$ cat src/rtl/tsf_pkg.sv
// Constants and types shared by the tape synchronizer function control
package tsf_pkg;
	localparam int     CLK_HZ          = 100_000_000;
	localparam longint CLK_HZ_L        = 64'(CLK_HZ);
	// Tape motion and character timing
	localparam int     TAPE_IPS        = 75;
	localparam int     CHAR_RATE_HZ    = 15_000;
	localparam int     GAP_MILLI_IN    = 750;
	localparam int     FM_GAP_MILLI_IN = 6000;
	localparam int     CC_GAP_FRAMES   = 3;
	localparam int     GAP_CYC         = int'((longint'(GAP_MILLI_IN) * CLK_HZ_L + 1000 * TAPE_IPS - 1)
		/ (1000 * TAPE_IPS));
	localparam int     FM_GAP_CYC      = int'((longint'(FM_GAP_MILLI_IN) * CLK_HZ_L + 1000 * TAPE_IPS - 1)
		/ (1000 * TAPE_IPS));
	localparam int     FRAME_CYC       = (CLK_HZ + CHAR_RATE_HZ - 1) / CHAR_RATE_HZ;
	localparam int     TMR_W           = 24;
	// Function code digits
	localparam logic [2:0] FN_DENS     = 3'h0;
	localparam logic [2:0] FN_WRITE    = 3'h1;
	localparam logic [2:0] FN_BACK     = 3'h2;
	localparam logic [2:0] FN_FWD      = 3'h3;
	localparam logic [2:0] FN_STAT     = 3'h4;
	localparam logic [2:0] FN_UNLOAD   = 3'h5;
	localparam logic [2:0] FN_REWIND   = 3'h6;
	localparam logic [2:0] FN_PARITY   = 3'h7;
	localparam logic [2:0] Y_NARROW    = 3'h1;
	localparam logic [2:0] Y_WIDE      = 3'h2;
	localparam logic [2:0] PAR_ODD_X   = 3'h1;
	localparam logic [2:0] PAR_EVEN_X  = 3'h2;
	localparam logic [5:0] FILE_MARK   = 6'h0F;
	// Status bit positions
	localparam int     ST_EVEN = 0;
	localparam int     ST_NRDY = 1;
	localparam int     ST_PERR = 2;
	localparam int     ST_EOF  = 4;
	localparam int     ST_LDPT = 5;
	localparam int     ST_HIDN = 6;
	localparam int     ST_BUSY = 7;
	// Reset values
	localparam logic   RST_PAR_ODD = 1'b1;
	localparam logic   RST_WIDE    = 1'b0;
	// Density codes and switch pairs
	localparam logic [1:0] DENS_200 = 2'h0;
	localparam logic [1:0] DENS_556 = 2'h1;
	localparam logic [1:0] DENS_800 = 2'h2;
	localparam logic [1:0] PAIR_200_556 = 2'h0;
	localparam logic [1:0] PAIR_200_800 = 2'h1;
	typedef enum logic [3:0] {
		ST_IDLE  = 4'h0,
		ST_BSP   = 4'h1,
		ST_WGAP  = 4'h3,
		ST_WTAKE = 4'h2,
		ST_WHI   = 4'h6,
		ST_WLO   = 4'h7,
		ST_CCGAP = 4'h5,
		ST_CHECK = 4'h4,
		ST_REPLY = 4'hC,
		ST_FMGAP = 4'hD,
		ST_FMWR  = 4'hF
	} tsf_state_t;
endpackage

$ cat src/rtl/tsf_ctrl.sv
// Function code interpreter and write sequencer of a tape synchronizer
//
// Overview of operation
// - Select codes with Y of 1 or 2 pick handler and word length.
// - Parity code picks odd parity on X=1, even on X=2.
// - Density code: leading digit chooses high or low, X names the handler.
// - Backward code with accumulator input backspaces to the next record gap.
// - Backward code alone searches backward, ignoring gaps, until a file mark.
// - After starting a search the synchronizer is free for other handlers.
// - A searching handler stays busy until its file mark is sensed.
// - Forward code without block input searches forward for a file mark.
// - Rewind code pulses rewind to the handler and frees the synchronizer.
// - Rewound handler at load point accepts only forward operations.
// - Unloading handler refuses all operations until manually reloaded.
// - Write code with output instruction starts forward motion for writing.
// - First output word is taken only after the record gap delay.
// - Twelve-bit mode sends two parity-tagged characters, high half first.
// - Six-bit mode sends only the low six bits with parity.
// - Each character plus parity goes out as one seven-bit frame.
// - When output words stop, a three-frame gap precedes the check character.
// - Check character holds longitudinal parity of every channel.
// - Second and third units answer to master digits 2 and 3.
// - A switch selects which density pair high and low mean.
// - Check character is recorded; read-back is checked; gap ends the write.
// - Write code alone writes a one-frame file mark record.
// - Status request returns parity, readiness, error, mark, density, busy.
`timescale 1ns/1ps
module tsf_ctrl #(
	parameter int N          = 8,
	parameter int UNIT       = 0,
	parameter int GAP_CYC    = tsf_pkg::GAP_CYC,
	parameter int FM_GAP_CYC = tsf_pkg::FM_GAP_CYC,
	parameter int FRAME_CYC  = tsf_pkg::FRAME_CYC
) (
	// Clock and reset
	input  wire logic        clk,
	input  wire logic        rst_n,
	// Function codes from the channel
	input  wire logic        fcStrobe,
	input  wire logic [11:0] fcCode,
	input  wire logic        accInput,
	input  wire logic        blockInput,
	input  wire logic        outInstr,
	output logic             fcRejected,
	// Output words from the channel
	input  wire logic        outValid,
	input  wire logic [11:0] outData,
	input  wire logic        outDone,
	output logic             outAccept,
	// Status answer
	output logic [11:0]      statusWord,
	output logic             statusValid,
	// Handler sense pins
	input  wire logic [N-1:0] hGap,
	input  wire logic [N-1:0] hFileMark,
	input  wire logic [N-1:0] hLoadPoint,
	input  wire logic [N-1:0] hUnloaded,
	input  wire logic        rbStrobe,
	input  wire logic [6:0]  rbFrame,
	input  wire logic [1:0]  densPair,
	// Handler commands
	output logic [N-1:0]     motFwd,
	output logic [N-1:0]     motRev,
	output logic [N-1:0]     ignoreGap,
	output logic [N-1:0]     rewindCmd,
	output logic [N-1:0]     unloadCmd,
	output logic [6:0]       wrFrame,
	output logic             wrStrobe,
	output logic [2:0]       selHandler,
	output logic [1:0]       densCode,
	output logic             parityOdd,
	output logic             wideMode,
	output logic             parityErr
);
	localparam int SW = 4 * N + 10;
	localparam logic [2:0] UNIT_DIG = 3'(UNIT + 1);
	localparam int TW = tsf_pkg::TMR_W;

	tsf_pkg::tsf_state_t stateQ, stateD;
	logic [SW-1:0] syncOut;
	logic [N-1:0]  gapS, fmS, lpS, unlS, gapP, lpP;
	logic [N-1:0]  busyV, lockV, fwdOnlyV, srchEndV;
	logic          rbStbS, rbStbP;
	logic [6:0]    rbFrS;
	logic [1:0]    densS;
	logic [N-1:0]  hiDensQ;
	logic [11:0]   wordQ;
	logic [6:0]    lrcQ, rbLrcQ;
	logic          eofQ, fmRecQ;
	logic [TW-1:0] dwellQ;

	tsf_sync #(.W(SW)) u_sync (
		.clk  (clk),
		.rst_n(rst_n),
		.din  ({densPair, rbFrame, rbStrobe, hUnloaded, hLoadPoint, hFileMark, hGap}),
		.dout (syncOut)
	);
	assign gapS   = syncOut[N-1:0];
	assign fmS    = syncOut[2*N-1:N];
	assign lpS    = syncOut[3*N-1:2*N];
	assign unlS   = syncOut[4*N-1:3*N];
	assign rbStbS = syncOut[4*N];
	assign rbFrS  = syncOut[4*N+7:4*N+1];
	assign densS  = syncOut[4*N+9:4*N+8];

	// Function code decode
	wire [2:0] fcY    = fcCode[11:9];
	wire [2:0] fcUnit = fcCode[8:6];
	wire [2:0] fcFn   = fcCode[5:3];
	wire [2:0] fcX    = fcCode[2:0];
	wire fcMine  = fcStrobe && fcUnit == UNIT_DIG
		&& (fcY == tsf_pkg::Y_NARROW || fcY == tsf_pkg::Y_WIDE);
	wire hValid  = 32'(fcX) < N;
	wire isDens  = fcFn == tsf_pkg::FN_DENS;
	wire isPar   = fcFn == tsf_pkg::FN_PARITY;
	wire isStat  = fcFn == tsf_pkg::FN_STAT;
	wire isOp    = !isDens && !isPar && !isStat;
	wire fsmIdle = stateQ == tsf_pkg::ST_IDLE;
	wire needRev = fcFn == tsf_pkg::FN_REWIND || fcFn == tsf_pkg::FN_UNLOAD
		|| (fcFn == tsf_pkg::FN_BACK);
	wire opOk    = !lockV[fcX] && !busyV[fcX]
		&& !(needRev && fwdOnlyV[fcX]);
	wire accept  = fcMine && hValid && fsmIdle && (!isOp || opOk);
	wire isRead  = fcFn == tsf_pkg::FN_FWD && blockInput;
	wire evWrite = accept && fcFn == tsf_pkg::FN_WRITE && outInstr;
	wire evWfm   = accept && fcFn == tsf_pkg::FN_WRITE && !outInstr;
	wire evBsp   = accept && fcFn == tsf_pkg::FN_BACK && accInput;
	wire evSrchR = accept && fcFn == tsf_pkg::FN_BACK && !accInput;
	wire evSrchF = accept && fcFn == tsf_pkg::FN_FWD && !blockInput;
	wire evRwd   = accept && fcFn == tsf_pkg::FN_REWIND;
	wire evUnl   = accept && fcFn == tsf_pkg::FN_UNLOAD;
	wire evSel   = accept && (isOp || isStat);
	wire [N-1:0] gapRise = gapS & ~gapP;
	wire [N-1:0] lpRise  = lpS & ~lpP;
	wire rbRise  = rbStbS && !rbStbP;
	wire evStop  = (stateQ == tsf_pkg::ST_BSP || stateQ == tsf_pkg::ST_REPLY)
		&& gapRise[selHandler];

	// Per-handler motion state; a search or rewind runs on without the sequencer
	for (genvar h = 0; h < N; h++)
	begin : g_hdl
		logic fwdQ, revQ, srchQ, rwdQ, unlQ, lockQ, fwdOnlyQ, rwdPQ, unlPQ;
		wire goH   = fcX == 3'(h);
		wire stopH = evStop && selHandler == 3'(h);
		wire sEnd  = srchQ && fmS[h];
		wire lpUp  = lpRise[h];
		assign motFwd[h]    = fwdQ;
		assign motRev[h]    = revQ;
		assign ignoreGap[h] = srchQ;
		assign rewindCmd[h] = rwdPQ;
		assign unloadCmd[h] = unlPQ;
		assign busyV[h]     = srchQ || rwdQ || unlQ;
		assign lockV[h]     = lockQ;
		assign fwdOnlyV[h]  = fwdOnlyQ;
		assign srchEndV[h]  = sEnd;
		always_ff @(posedge clk or negedge rst_n)
		begin
			if (!rst_n)
			begin
				{fwdQ, revQ, srchQ, rwdQ, unlQ} <= 5'h00;
				{lockQ, fwdOnlyQ, rwdPQ, unlPQ} <= 4'h0;
			end
			else
			begin
				rwdPQ <= goH && evRwd;
				unlPQ <= goH && evUnl;
				if (goH && (evSrchF || evWrite || evWfm))
					fwdQ <= 1'b1;
				else if (stopH || sEnd)
					fwdQ <= 1'b0;
				if (goH && (evSrchR || evBsp))
					revQ <= 1'b1;
				else if (stopH || sEnd)
					revQ <= 1'b0;
				if (goH && (evSrchR || evSrchF))
					srchQ <= 1'b1;
				else if (sEnd)
					srchQ <= 1'b0;
				if (goH && evRwd)
					rwdQ <= 1'b1;
				else if (lpUp)
					rwdQ <= 1'b0;
				if (rwdQ && lpUp)
					fwdOnlyQ <= 1'b1;
				else if (goH && (evSrchF || evWrite || evWfm))
					fwdOnlyQ <= 1'b0;
				if (goH && evUnl)
					unlQ <= 1'b1;
				else if (unlS[h])
					unlQ <= 1'b0;
				// Reload is recognised by load point returning
				if (unlQ && unlS[h])
					lockQ <= 1'b1;
				else if (lpUp)
					lockQ <= 1'b0;
			end
		end
	end

	// Sequencer
	wire tmrDone;
	logic emit;
	logic [5:0] emitChar;
	logic emitBcd;
	always_comb
	begin
		stateD   = stateQ;
		emit     = 1'b0;
		emitChar = wordQ[5:0];
		emitBcd  = 1'b0;
		case (stateQ)
			tsf_pkg::ST_IDLE:
				if (evWrite)
					stateD = tsf_pkg::ST_WGAP;
				else if (evWfm)
					stateD = tsf_pkg::ST_FMGAP;
				else if (evBsp)
					stateD = tsf_pkg::ST_BSP;
			tsf_pkg::ST_BSP:
				if (evStop)
					stateD = tsf_pkg::ST_IDLE;
			tsf_pkg::ST_WGAP:
				if (tmrDone)
					stateD = tsf_pkg::ST_WTAKE;
			tsf_pkg::ST_WTAKE:
				if (outValid)
					stateD = tsf_pkg::ST_WHI;
				else if (outDone)
					stateD = tsf_pkg::ST_CCGAP;
			tsf_pkg::ST_WHI:
				if (tmrDone)
				begin
					emit     = 1'b1;
					emitChar = wideMode ? wordQ[11:6] : wordQ[5:0];
					stateD   = wideMode ? tsf_pkg::ST_WLO : tsf_pkg::ST_WTAKE;
				end
			tsf_pkg::ST_WLO:
				if (tmrDone)
				begin
					emit   = 1'b1;
					stateD = tsf_pkg::ST_WTAKE;
				end
			tsf_pkg::ST_CCGAP:
				if (tmrDone)
					stateD = tsf_pkg::ST_CHECK;
			tsf_pkg::ST_CHECK:
				stateD = tsf_pkg::ST_REPLY;
			tsf_pkg::ST_REPLY:
				if (evStop)
					stateD = tsf_pkg::ST_IDLE;
			tsf_pkg::ST_FMGAP:
				if (tmrDone)
					stateD = tsf_pkg::ST_FMWR;
			tsf_pkg::ST_FMWR:
				if (tmrDone)
				begin
					emit     = 1'b1;
					emitChar = tsf_pkg::FILE_MARK;
					emitBcd  = 1'b1;
					stateD   = tsf_pkg::ST_CCGAP;
				end
			default:
				stateD = tsf_pkg::ST_IDLE;
		endcase
	end

	// File mark is decimal coded, so it always carries even parity
	wire emitPar = (parityOdd && !emitBcd) ? ~^emitChar : ^emitChar;
	wire [6:0] emitFrame = {emitPar, emitChar};
	wire isCheck = stateQ == tsf_pkg::ST_CHECK;

	logic [TW-1:0] tmrVal;
	always_comb
	begin
		case (stateD)
			tsf_pkg::ST_WGAP:  tmrVal = TW'(GAP_CYC);
			tsf_pkg::ST_FMGAP: tmrVal = TW'(FM_GAP_CYC);
			tsf_pkg::ST_CCGAP: tmrVal = TW'(tsf_pkg::CC_GAP_FRAMES * FRAME_CYC);
			tsf_pkg::ST_WHI,
			tsf_pkg::ST_WLO,
			tsf_pkg::ST_FMWR:  tmrVal = TW'(FRAME_CYC);
			default:           tmrVal = '0;
		endcase
	end

	tsf_timer #(.W(TW)) u_timer (
		.clk    (clk),
		.rst_n  (rst_n),
		.load   (stateD != stateQ),
		.loadVal(tmrVal),
		.done   (tmrDone)
	);

	// Read-back checking skips the check frame, whose bit 6 is not a row parity
	wire rbChk   = rbRise && !fsmIdle && stateQ != tsf_pkg::ST_BSP
		&& stateQ != tsf_pkg::ST_REPLY && !isCheck;
	// A file mark record reads back with even parity whatever the selection
	wire rbBad   = rbFrS[6] != ((parityOdd && !fmRecQ) ? ~^rbFrS[5:0] : ^rbFrS[5:0]);
	wire lrcBad  = evStop && stateQ == tsf_pkg::ST_REPLY
		&& (rbLrcQ ^ (rbRise ? rbFrS : 7'h00)) != 7'h00;

	// Density pair from the manual switch
	wire [1:0] densLow  = (densS == tsf_pkg::PAIR_200_556 || densS == tsf_pkg::PAIR_200_800)
		? tsf_pkg::DENS_200 : tsf_pkg::DENS_556;
	wire [1:0] densHigh = (densS == tsf_pkg::PAIR_200_556) ? tsf_pkg::DENS_556 : tsf_pkg::DENS_800;

	wire [11:0] statusD = 12'(
		(!parityOdd                    ? 12'h001 << tsf_pkg::ST_EVEN : 12'h000)
		| (lockV[selHandler]           ? 12'h001 << tsf_pkg::ST_NRDY : 12'h000)
		| (parityErr                   ? 12'h001 << tsf_pkg::ST_PERR : 12'h000)
		| (eofQ                        ? 12'h001 << tsf_pkg::ST_EOF  : 12'h000)
		| (lpS[selHandler]             ? 12'h001 << tsf_pkg::ST_LDPT : 12'h000)
		| (hiDensQ[selHandler]         ? 12'h001 << tsf_pkg::ST_HIDN : 12'h000)
		| (busyV[selHandler] || !fsmIdle ? 12'h001 << tsf_pkg::ST_BUSY : 12'h000));

	always_ff @(posedge clk or negedge rst_n)
	begin
		if (!rst_n)
		begin
			stateQ <= tsf_pkg::ST_IDLE;
			{gapP, lpP} <= '0;
			rbStbP <= 1'b0;
			dwellQ <= '0;
		end
		else
		begin
			stateQ <= stateD;
			gapP   <= gapS;
			lpP    <= lpS;
			rbStbP <= rbStbS;
			dwellQ <= (stateD != stateQ) ? '0 : dwellQ + TW'(1);
		end
	end

	// Selections persist until a new code replaces them
	always_ff @(posedge clk or negedge rst_n)
	begin
		if (!rst_n)
		begin
			selHandler <= 3'h0;
			wideMode   <= tsf_pkg::RST_WIDE;
			parityOdd  <= tsf_pkg::RST_PAR_ODD;
			hiDensQ    <= '0;
			densCode   <= tsf_pkg::DENS_200;
		end
		else
		begin
			if (evSel)
			begin
				selHandler <= fcX;
				wideMode   <= fcY == tsf_pkg::Y_WIDE;
			end
			if (accept && isPar && fcX == tsf_pkg::PAR_ODD_X)
				parityOdd <= 1'b1;
			else if (accept && isPar && fcX == tsf_pkg::PAR_EVEN_X)
				parityOdd <= 1'b0;
			if (accept && isDens)
				hiDensQ[fcX] <= fcY == tsf_pkg::Y_WIDE;
			densCode <= hiDensQ[selHandler] ? densHigh : densLow;
		end
	end

	// Data path, status and error flags
	always_ff @(posedge clk or negedge rst_n)
	begin
		if (!rst_n)
		begin
			wordQ <= 12'h000;
			{outAccept, wrStrobe, statusValid, fcRejected} <= 4'h0;
			wrFrame <= 7'h00;
			lrcQ <= 7'h00;
			rbLrcQ <= 7'h00;
			statusWord <= 12'h000;
			parityErr <= 1'b0;
			eofQ <= 1'b0;
			fmRecQ <= 1'b0;
		end
		else
		begin
			outAccept   <= stateQ == tsf_pkg::ST_WTAKE && outValid;
			fcRejected  <= fcMine && !accept;
			statusValid <= accept && isStat;
			wrStrobe    <= emit || isCheck;
			if (stateQ == tsf_pkg::ST_WTAKE && outValid)
				wordQ <= outData;
			if (isCheck)
				wrFrame <= lrcQ;
			else if (emit)
				wrFrame <= emitFrame;
			if (evWrite || evWfm || isCheck)
				lrcQ <= 7'h00;
			else if (emit)
				lrcQ <= lrcQ ^ emitFrame;
			if (evWrite || evWfm)
				rbLrcQ <= 7'h00;
			else if (rbRise)
				rbLrcQ <= rbLrcQ ^ rbFrS;
			if (accept && isStat)
				statusWord <= statusD;
			if ((rbChk && rbBad) || lrcBad)
				parityErr <= 1'b1;
			else if (evSel && !isStat)
				parityErr <= 1'b0;
			if (evWrite || evWfm)
				fmRecQ <= evWfm;
			if (srchEndV[selHandler])
				eofQ <= 1'b1;
			else if (evSel && !isStat)
				eofQ <= 1'b0;
		end
	end

	// Checks
	record_gap_a: assert property (@(posedge clk) disable iff (!rst_n)
		stateQ == tsf_pkg::ST_WGAP && stateD != tsf_pkg::ST_WGAP |-> dwellQ == TW'(GAP_CYC - 1))
		else $error("record gap wait has wrong length");
	cc_gap_len_a: assert property (@(posedge clk) disable iff (!rst_n)
		stateQ == tsf_pkg::ST_CCGAP && stateD != tsf_pkg::ST_CCGAP
		|-> dwellQ == TW'(3 * FRAME_CYC - 1) ##1 stateQ == tsf_pkg::ST_CHECK)
		else $error("check gap is not three frames");
	high_first_a: assert property (@(posedge clk) disable iff (!rst_n)
		wrStrobe && wideMode && $past(stateQ) == tsf_pkg::ST_WHI |-> wrFrame[5:0] == wordQ[11:6])
		else $error("high character not sent first");
	low_only_a: assert property (@(posedge clk) disable iff (!rst_n)
		wrStrobe && !wideMode && $past(stateQ) == tsf_pkg::ST_WHI |-> wrFrame[5:0] == wordQ[5:0])
		else $error("six-bit mode sent wrong half");
	frame_parity_a: assert property (@(posedge clk) disable iff (!rst_n)
		wrStrobe && $past(stateQ) inside {tsf_pkg::ST_WHI, tsf_pkg::ST_WLO}
		|-> wrFrame[6] == (parityOdd ? ~^wrFrame[5:0] : ^wrFrame[5:0]))
		else $error("frame parity wrong");
	check_char_a: assert property (@(posedge clk) disable iff (!rst_n)
		isCheck |=> wrStrobe && wrFrame == $past(lrcQ) && lrcQ == 7'h00)
		else $error("check character is not the column parity");
	search_free_a: assert property (@(posedge clk) disable iff (!rst_n)
		evSrchR || evSrchF |=> fsmIdle && busyV[$past(fcX)] && ignoreGap[$past(fcX)])
		else $error("search did not free the sequencer");
	fwd_only_a: assert property (@(posedge clk) disable iff (!rst_n)
		fcMine && isOp && needRev && fwdOnlyV[fcX] |-> !accept ##1 fcRejected)
		else $error("reverse motion accepted after rewind");
	unload_lock_a: assert property (@(posedge clk) disable iff (!rst_n)
		fcMine && isOp && lockV[fcX] |=> fcRejected && !motFwd[$past(fcX)])
		else $error("unloaded handler accepted an operation");
	bsp_stop_a: assert property (@(posedge clk) disable iff (!rst_n)
		stateQ == tsf_pkg::ST_BSP && gapRise[selHandler]
		|=> fsmIdle && !motRev[$past(selHandler)])
		else $error("backspace did not stop at gap");
	unit_filter_a: assert property (@(posedge clk) disable iff (!rst_n)
		fcStrobe && fcUnit != UNIT_DIG |=> $stable(selHandler) && !fcRejected && !statusValid)
		else $error("foreign unit code acted on");
	write_cov: cover property (@(posedge clk) disable iff (!rst_n)
		stateQ == tsf_pkg::ST_REPLY && evStop);
	fm_cov: cover property (@(posedge clk) disable iff (!rst_n)
		stateQ == tsf_pkg::ST_FMWR && emit);
	search_cov: cover property (@(posedge clk) disable iff (!rst_n) |srchEndV);
	rewind_cov: cover property (@(posedge clk) disable iff (!rst_n) |(lpRise & ~lpP & lpS) && |fwdOnlyV);
endmodule

$ cat src/rtl/tsf_sync.sv
// Two-flop synchroniser bank for handler sense pins
`timescale 1ns/1ps
module tsf_sync #(
	parameter int W = 8
) (
	// Clock and reset
	input  wire logic         clk,
	input  wire logic         rst_n,
	// Raw and synchronised levels
	input  wire logic [W-1:0] din,
	output logic      [W-1:0] dout
);
	logic [W-1:0] meta_q;

	for (genvar i = 0; i < W; i++)
	begin : g_bit
		always_ff @(posedge clk or negedge rst_n)
		begin
			if (!rst_n)
			begin
				meta_q[i] <= 1'b0;
				dout[i]   <= 1'b0;
			end
			else
			begin
				meta_q[i] <= din[i];
				dout[i]   <= meta_q[i];
			end
		end
	end
endmodule

$ cat src/rtl/tsf_timer.sv
// Loadable down counter for gap and frame timing
`timescale 1ns/1ps
module tsf_timer #(
	parameter int W = 24
) (
	// Clock and reset
	input  wire logic         clk,
	input  wire logic         rst_n,
	// Load and expiry
	input  wire logic         load,
	input  wire logic [W-1:0] loadVal,
	output logic              done
);
	logic [W-1:0] cnt_q;

	// Done marks the last cycle of a loaded interval; it must not look at load,
	// because the sequencer derives load from done and that would close a loop
	assign done = cnt_q == W'(1);

	always_ff @(posedge clk or negedge rst_n)
	begin
		if (!rst_n)
			cnt_q <= '0;
		else if (load)
			cnt_q <= loadVal;
		else if (cnt_q != '0)
			cnt_q <= cnt_q - W'(1);
	end
endmodule
$ cat config.mk
export PLATFORM = sky130hd
export DESIGN_NAME = tsf_ctrl
export DESIGN_NICKNAME = d
export VERILOG_FILES = /design/src/rtl/tsf_pkg.sv /design/src/rtl/tsf_ctrl.sv /design/src/rtl/tsf_sync.sv /design/src/rtl/tsf_timer.sv
export SDC_FILE = /design/constraint.sdc
export NUM_CORES = 1
export LEC_CHECK = 0
export ABC_AREA = 1
export BUFFER_PORTS_ARGS = -buffer_cell sky130_fd_sc_hd__buf_2
export CAP_MARGIN = 5
export CELL_PAD_IN_SITES_DETAIL_PLACEMENT = 0
export CELL_PAD_IN_SITES_GLOBAL_PLACEMENT = 1
export CORE_MARGIN = 4
export CORE_UTILIZATION = 44
export DETAILED_ROUTE_END_ITERATION = 8
export PLACE_DENSITY_LB_ADDON = 0.1
export RECOVER_POWER = 25
export SLEW_MARGIN = 20
export SYNTH_ARGS = -nofsm -noshare
export SYNTH_HDL_FRONTEND = slang
export SYNTH_SLANG_ARGS = --single-unit
$ cat constraint.sdc
create_clock -name clk -period 2.9 [get_ports clk]
set_input_delay 0.435 -clock clk [delete_from_list [all_inputs] [get_ports clk]]
set_output_delay 0.435 -clock clk [all_outputs]
set_load 0.03 [all_outputs]
== Yosys cells after proc, flatten, opt, wreduce, memory -nomap -nowiden ==
Index checks and enable logic that the tools add are counted.

* Latch bits: 0
* Input port bits: 74
* Memories: 0
* Flip-flop bits (word level): 268
* Word-level logic and storage cells: 651
* Output and inout port bits: 71
* Memory bits (writable): 0
* ROM bits: 0

* Bitwise operators: 13
* Add/subtract/negate cells: 1
* Shifts and indexed selects: 0
* Multipliers: 0
* Div/mod/pow operators: 0
* Muxes and demuxes: 164
* Reductions and logical operators: 246
* Eq/ne operators: 46
* Magnitude comparators: 3

{| class="wikitable"
|+ Operators by type and width
! kind !! count
|-
| 2-bit nonzero test || 63
|-
| 1-bit two-way mux || 118
|-
| 1-bit logical AND || 112
|-
| 23-bit case mux with 4 select lines || 1
|-
| 7-bit two-way mux || 8
|-
| 24-bit two-way mux || 2
|-
| 4-bit two-way mux || 11
|-
| 1-bit logical OR || 40
|-
| 3-bit == test, second input constant || 12
|-
| 4-bit case mux with 9 select lines || 1
|-
| 4-bit by 3-bit == test with 1-bit output, second input constant || 7
|-
| 1-bit binary-select mux with 3-bit select || 9
|-
| 24-bit by 1-bit == test with 1-bit output, second input constant || 1
|-
| 6-bit two-way mux || 4
|-
| 24-bit nonzero test || 1
|-
| 24-bit by 1-bit subtractor with 24-bit output, second input constant || 1
|-
| 3-bit by 2-bit == test with 1-bit output, second input constant || 7
|-
| 7-bit bitwise XOR || 3
|-
| 4-bit == test, second input constant || 5
|-
| 8-bit bitwise AND || 2
|-
| 1-bit zero test || 16
|-
| 8-bit inverter || 2
|-
| 3-bit by 1-bit == test with 1-bit output, second input constant || 5
|-
| 4-bit by 2-bit == test with 1-bit output, second input constant || 3
|-
| 29 further kinds || 39
|}

== Longest topological paths before layout ==
* Word-level depth: 19
* Mapped depth: 21

== Modules after synthesis ==
Synthesis repeated with hierarchy kept, for this count alone.

* Cell total of the unflattened synthesis: 1293
* Area, all modules: 11509.8 um2

{| class="wikitable"
|+ By module, submodules not included
! module !! area an instance (um2) !! cells an instance !! instances !! sequential area each (um2)
|-
| tsf_ctrl || 7616.1 || 930 || 1 || 3880.0
|-
| tsf_sync || 2102.0 || 84 || 1 || 2102.0
|-
| tsf_timer || 1791.7 || 279 || 1 || 600.6
|}

== Worst setup path before layout ==
OpenSTA, ideal clock, no wires.

* Path type: reg-to-reg
* From: register selHandler[0]
* To: register u_timer.cnt_q[17]
* Path slack: 0.415 ns
* Arrival time: 2.353 ns
* Buffers on the path: 2
* Cell stages (with the launch flop): 17
* Data required time: 2.768 ns
* Cells stage by stage: dfrtp_1 -> nor2_1 -> inv_1 -> buf_2 -> o21ai_0 -> o22ai_1 -> o21ai_0 -> nor2_1 -> nand2_2 -> inv_1 -> nand2_1 -> nand2_1 -> nor2_4 -> nand3_4 -> nor2_8 -> buf_6 -> a21oi_1

* Longest elaborated chain between the ends: 9

{| class="wikitable"
|+ Ends and longest elaborated chain
! item !! line !! RTL
|-
| start: declaration || tsf_ctrl.sv:69 || <nowiki>output logic [2:0] selHandler,</nowiki>
|-
| start signal: assignment || tsf_ctrl.sv:340 || <nowiki>selHandler <= 3'h0;</nowiki>
|-
| start signal: assignment || tsf_ctrl.sv:350 || <nowiki>selHandler <= fcX;</nowiki>
|-
| 1-bit binary-select mux with 3-bit select * || tsf_ctrl.sv:137 || <nowiki>&& gapRise[selHandler];</nowiki>
|-
| 1-bit two-way mux (implied by the code) * || tsf_ctrl.sv:137 ||
|-
| 1-bit logical AND * || tsf_ctrl.sv:137 ||
|-
| 4-bit two-way mux * || tsf_ctrl.sv:220, tsf_ctrl.sv:249 ||
|-
| 4-bit case mux with 9 select lines * || tsf_ctrl.sv:211 || <nowiki>case (stateQ)</nowiki>
|-
| net stateD[3] || tsf_ctrl.sv:79 || <nowiki>tsf_pkg::tsf_state_t stateQ, stateD;</nowiki>
|-
| 4-bit by 3-bit == test with 1-bit output / 4-bit == test (equally long branches) || tsf_ctrl.sv:275 || <nowiki>case (stateD)</nowiki>
|-
| 3-bit OR reduction || tsf_ctrl.sv:275 ||
|-
| 23-bit case mux with 4 select lines || tsf_ctrl.sv:275 ||
|-
| 24-bit two-way mux || tsf_timer.sv:24 || <nowiki>else if (load)</nowiki>
|-
| end signal: assignment || tsf_timer.sv:25 || <nowiki>cnt_q <= loadVal;</nowiki>
|-
| end signal: assignment || tsf_timer.sv:27 || <nowiki>cnt_q <= cnt_q - W'(1);</nowiki>
|-
| end: declaration || tsf_timer.sv:14 || <nowiki>logic [W-1:0] cnt_q;</nowiki>
|}

The timed path passes the listed nets; every way through them passes the cells marked *. The select of a mux whose other input is x is not followed.
A chain may end at the register's enable or synchronous reset.

== Worst setup path in the final report ==
* From: register u_timer.cnt_q[7]
* To: register u_timer.cnt_q[5]

* Longest elaborated chain between the ends: 7

{| class="wikitable"
|+ Ends and longest elaborated chain
! item !! line !! RTL
|-
| 24-bit by 1-bit == test with 1-bit output * || tsf_timer.sv:18 || <nowiki>assign done = cnt_q == W'(1);</nowiki>
|-
| 4-bit two-way mux, on equally long branches || -- ||
|-
| 4-bit case mux with 9 select lines * || tsf_ctrl.sv:211 ||
|-
| net stateD[2] || tsf_ctrl.sv:79 ||
|-
| 4-bit by 3-bit == test with 1-bit output / 4-bit == test (equally long branches) || tsf_ctrl.sv:275 ||
|-
| 3-bit OR reduction || tsf_ctrl.sv:275 ||
|-
| 23-bit case mux with 4 select lines || tsf_ctrl.sv:275 ||
|-
| 24-bit two-way mux || tsf_timer.sv:24 ||
|}

The timed path passes the listed nets; every way through them passes the cells marked *.

==> run summary <==
The flow ran to the end, but the final reports show violations. The final reports fail on capacitance limit, slew limit. The top cell type's share of synthesized area came out at 58.7%. The number of violations reported at the end of detailed-routing iteration 0 is 655. The initial utilization of the core area, before any placement, comes to 44.5%. The mean area per synthesized cell came out at 9.48 sq um. The tightest slew margin relative to the limit is -37.1%. The highest ir drop seen on vdd is 504 uV. The synthesis warning total is 0. The cell-internal power is 6190 uW. Yosys attributes the largest share of cell area to sky130_fd_sc_hd__dfrtp_1 59%, sky130_fd_sc_hd__nand2_1 7.4%, sky130_fd_sc_hd__inv_1 5.4%. The area of the core region came out at 25100 sq um. The time the final worst path needs with I/O delays and setup came out at 2.63 ns. Cells with a size suffix above 1 make up 19.2% of the layout.

The share of total power in sequential cells came out at 48.2%. The first TritonRoute pass finished after 5 iterations. The post-placement cell count came out at 1637. The final weighted congestion in routability-driven placement is 0.884.

The multi-input gate area in the final layout came out at 3580 sq um. The delay of the slowest cell on the worst path is 0.41 ns. The count of input and output buffers came out at 139.

The type of the tightest min-delay check is input pin to flip-flop. The CTS tree is built. The overflow left after global routing came out at 0. The final layout net count is 1458. The final routed wire length divided by cell count is 16.6 microns.

The area growth from synthesis to layout is 22.5%. The total wire length came out at 28.8 mm. The number of cells traversed by the worst register-to-register path came out at 13. The number of enable flip-flop cells after synthesis came out at 0. The total routing usage reported by global routing is 20.7%. For this run, the register share of the synthesized area comes to 58.9%.

The switching portion of total power came out at 23.6%. The total number of vias came out at 8528. The reg-to-reg setup timing slack came out at 0.27 ns.

The number of buffers and inverters on the critical path is 2. The cell family contributing the most delay on the critical path is simple AND/OR/NAND/NOR gates. The max-slew violation total from the final report came out at 80. The area of the die came out at 28000 sq um. In the routed layout, each cell is associated on average with a via count of 4.92.

The buffer type at the clock tree root is sky130_fd_sc_hd__clkbuf_16. The die is 167 microns tall. The path with the worst hold slack has its endpoint at wordQ[7]$_DFFE_PN0P_.

The critical path class is flip-flop to flip-flop. At the placement stage, the worst setup path has a slack of 0.185 ns. The final antenna diode count came out at 0. The net switching power figure is 1910 uW. The final routed DRC violation total came out at 0.

The clock skew is 0.0127 ns. The HPWL after detailed placement is 21.0 mm. The worst-margin pin slew is 2.06 ns. The dominant synthesized flop cell is sky130_fd_sc_hd__dfrtp_1. The highest-delay cell along the critical path is sky130_fd_sc_hd__dfrtp_1.

The final-report hold violation count is 0. The post-synthesis async set-or-reset flop share is 100%. The number of rows in the core area is 58. The clock sink count is 263. Counting the buffers created by CTS gives 29. The die is 167 microns wide. At the later pin of the worst-skew pair, clock insertion delay measures 0.55 ns. The number of routed nets with antenna violations came out at 0. The arrival time at the worst endpoint came out at 3.10 ns.

The total non-filler cell area in the finished layout is 13700 sq um. The kind of start point of the critical path is a flip-flop. Along the worst path, the maximum fanout reaches 12.

Of the total power, the clock network draws 45.1%. The via count of the first global-routing pass came out at 8413. The number of maximum-capacitance violations came out at 1. The area used by sequential logic in the layout came out at 6590 sq um. Setup repair after global routing left no endpoint under its margin. The H-tree depth came out at 1. Setup total negative slack on the finished layout was measured at 0 ns. The cell taking the most area after synthesis is sky130_fd_sc_hd__dfrtp_1. For this design the ratio of total power to cell area is 592 nW/um^2.

The portion of total power attributed to combinational logic came out at 6.7%. Walking the worst path, the cells encountered are or2_1 > nor3_1 > nand4_1 > buf_4 > a21oi_1 > nor2_1 > nand2_1 > xor2_1 > nor2_4 > nand3_4 > buf_4 > nand2_1 > a21oi_1. The maximum buffer depth of the clock tree is 3.

The fraction of the core area covered by cells at the end of the flow came out at 54.5%. During I/O placement, the number of pins put on the boundary was 145. After synthesis the netlist holds a flip-flop and latch count of 263. The count of cells along the worst hold path is 3. The share of the cycle needed by the critical path after routing is 90.7%. The start point of the worst min-delay path is outData[7]. In this run the critical register-to-register path is captured at u_timer.cnt_q[5]$_DFFE_PN0P_. The critical path data required time came out at 3.37 ns. The first global-routing pass estimated 46.8 mm of wire.

The initial antenna violation count came out at 0. The netlist area before placement came out at 11200 sq um. The timing-limited maximum frequency is 0.380 GHz. The number of different library cells used by synthesis comes to 53. The number of non-filler instances in the completed layout came out at 1734. The pin count of the biggest net entering global routing is 82. Summed over all cells, the static leakage comes to 0.00694 uW. The setup-violating endpoint count in the final report is 0. The clock-pin slew on the worst setup and hold paths came out at 0.06 ns. The startpoint of the lowest-slack register-to-register path is u_timer.cnt_q[7]$_DFFE_PN0P_. STA classifies the critical path endpoint as a flip-flop. The post-detailed-placement cell area came out at 12300 sq um. The number of cells produced by synthesis is 1179. Setup slack on the critical path of the routed design comes to 0.269 ns. The number of filler cells placed in the layout is 2419.
[cell families (layout without fill, tap and decap cells)]
| kind of cell | count (synthesis) | count (layout) | synth area share [%] |
|---|---|---|---|
| AOI/OAI and AO/OA | 179 | 179 | 9.66 |
| xor gates and xnor gates | 42 | 42 | 3.46 |
| and+or+nand+nor | 467 | 467 | 18.4 |
| buffers and inverters | 225 | 446 | 9.30 |
| DFF | 263 | 263 | 58.9 |
| other | 1 | 5 | 0.0336 |
| adders and majority gates | 2 | 2 | 0.224 |
[synthesized netlist by cell type (5+ instances only)]
cell type                  instances
sky130_fd_sc_hd__clkbuf_1          9
sky130_fd_sc_hd__a22o_1           11
sky130_fd_sc_hd__nor3_1           10
sky130_fd_sc_hd__o21ai_0          58
sky130_fd_sc_hd__o31ai_1           8
sky130_fd_sc_hd__xnor2_1          15
sky130_fd_sc_hd__nor2_1          134
sky130_fd_sc_hd__o22ai_1          45
sky130_fd_sc_hd__buf_4            45
sky130_fd_sc_hd__nand2_1         221
sky130_fd_sc_hd__xor2_1           26
sky130_fd_sc_hd__dfrtp_1         262
sky130_fd_sc_hd__a21oi_1          35
sky130_fd_sc_hd__nand3_1          47
sky130_fd_sc_hd__inv_1           161
sky130_fd_sc_hd__nand4_1          26
sky130_fd_sc_hd__buf_2             5
[final cells by class]
| cell class | instances | area share [%] |
|---|---|---|
| multi-input combinational | 695 | 26.1 |
| sequential | 263 | 48.1 |
| clock buffer | 39 | 6.16 |
| clock inverter | 14 | 0.960 |
| timing repair buffer | 229 | 11.1 |
| inverter | 164 | 4.53 |
| tap | 330 | 3.02 |
[per-stage QoR]
step / power (uW) / hold slack, ns
CTS: 8220 / 0.0512
detailed placement: 4480 / 0.335
finish: 8100 / 0.0888
global route: 8460 / 0.0680
floorplan: 4260 / 0.139
global placement: 4470 / 0.331
[worst min-delay path, stage by stage]
cell and delay [ns]:
sky130_fd_sc_hd__buf_2 0.07, sky130_fd_sc_hd__nand2_1 0.04, sky130_fd_sc_hd__nand2_1 0.05
[sequential cells by signal, summed over array words and instances, names as in the netlist, 12 cells and up]
register / count
u_sync.dout: 42
u_sync.meta_q: 42
u_timer.cnt_q: 24
wordQ: 12
[routing by layer]
| layer | vias to the layer above | wire, microns | track usage [%] |
|---|---|---|---|
| met5 | - | 0 | 0 |
| met4 | 0 | 444 | 3.56 |
| met3 | 36 | 1900 | 3.31 |
| met2 | 268 | 12400 | 31.1 |
| met1 | 4051 | 14000 | 32.4 |
| li1 | 4173 | - | - |
[how the worst max path moves through the flow]
stage / start / cells after the start / to
after floorplan: selHandler[0]$_DFFE_PN0P_ / 16 / u_timer.cnt_q[17]$_DFFE_PN0P_
after global placement: selHandler[1]$_DFFE_PN0P_ / 15 / u_timer.cnt_q[1]$_DFFE_PN0P_
after detailed placement: fcCode[0] / 20 / u_timer.cnt_q[1]$_DFFE_PN0P_
after CTS: selHandler[1]$_DFFE_PN0P_ / 17 / u_timer.cnt_q[1]$_DFFE_PN0P_
after global routing: u_timer.cnt_q[1]$_DFFE_PN0P_ / 19 / lrcQ[6]$_DFFE_PN0P_
final: u_timer.cnt_q[7]$_DFFE_PN0P_ / 13 / u_timer.cnt_q[5]$_DFFE_PN0P_
[power groups by stage]
stage	logic (uW)	clock network, uW	registers [uW]
final	542	3650	3910
after global routing	623	3910	3920
after CTS	552	3760	3910
after detailed placement	504	0	3970
after global placement	502	0	3970
after floorplan	311	0	3950
[placed cells by master (no fill, tap or decap), drive strengths merged, types with 3 or more instances in the layout]
master	count
o21ai	60
inv	163
nor3	12
nor2	139
o31ai	8
a21oi	35
xnor2	15
clkinv	10
o22ai	45
clkbuf	41
dlygate4sd3	43
or2	3
clkinvlp	4
nand2	228
dfrtp	262
conb	5
nand4	27
xor2	27
buf	184
a211oi	6
a22oi	4
a22o	11
nand3	51
[repair_timing]
item / CTS / global route
hold buffers: 43 / 0
endpoints found under the hold margin: 117 / 0
gates resized for setup: 0 / 6
setup buffers: 0 / 1
endpoints found under the setup margin: 0 / 19
No activity file was read; power rests on OpenSTA's default activity.
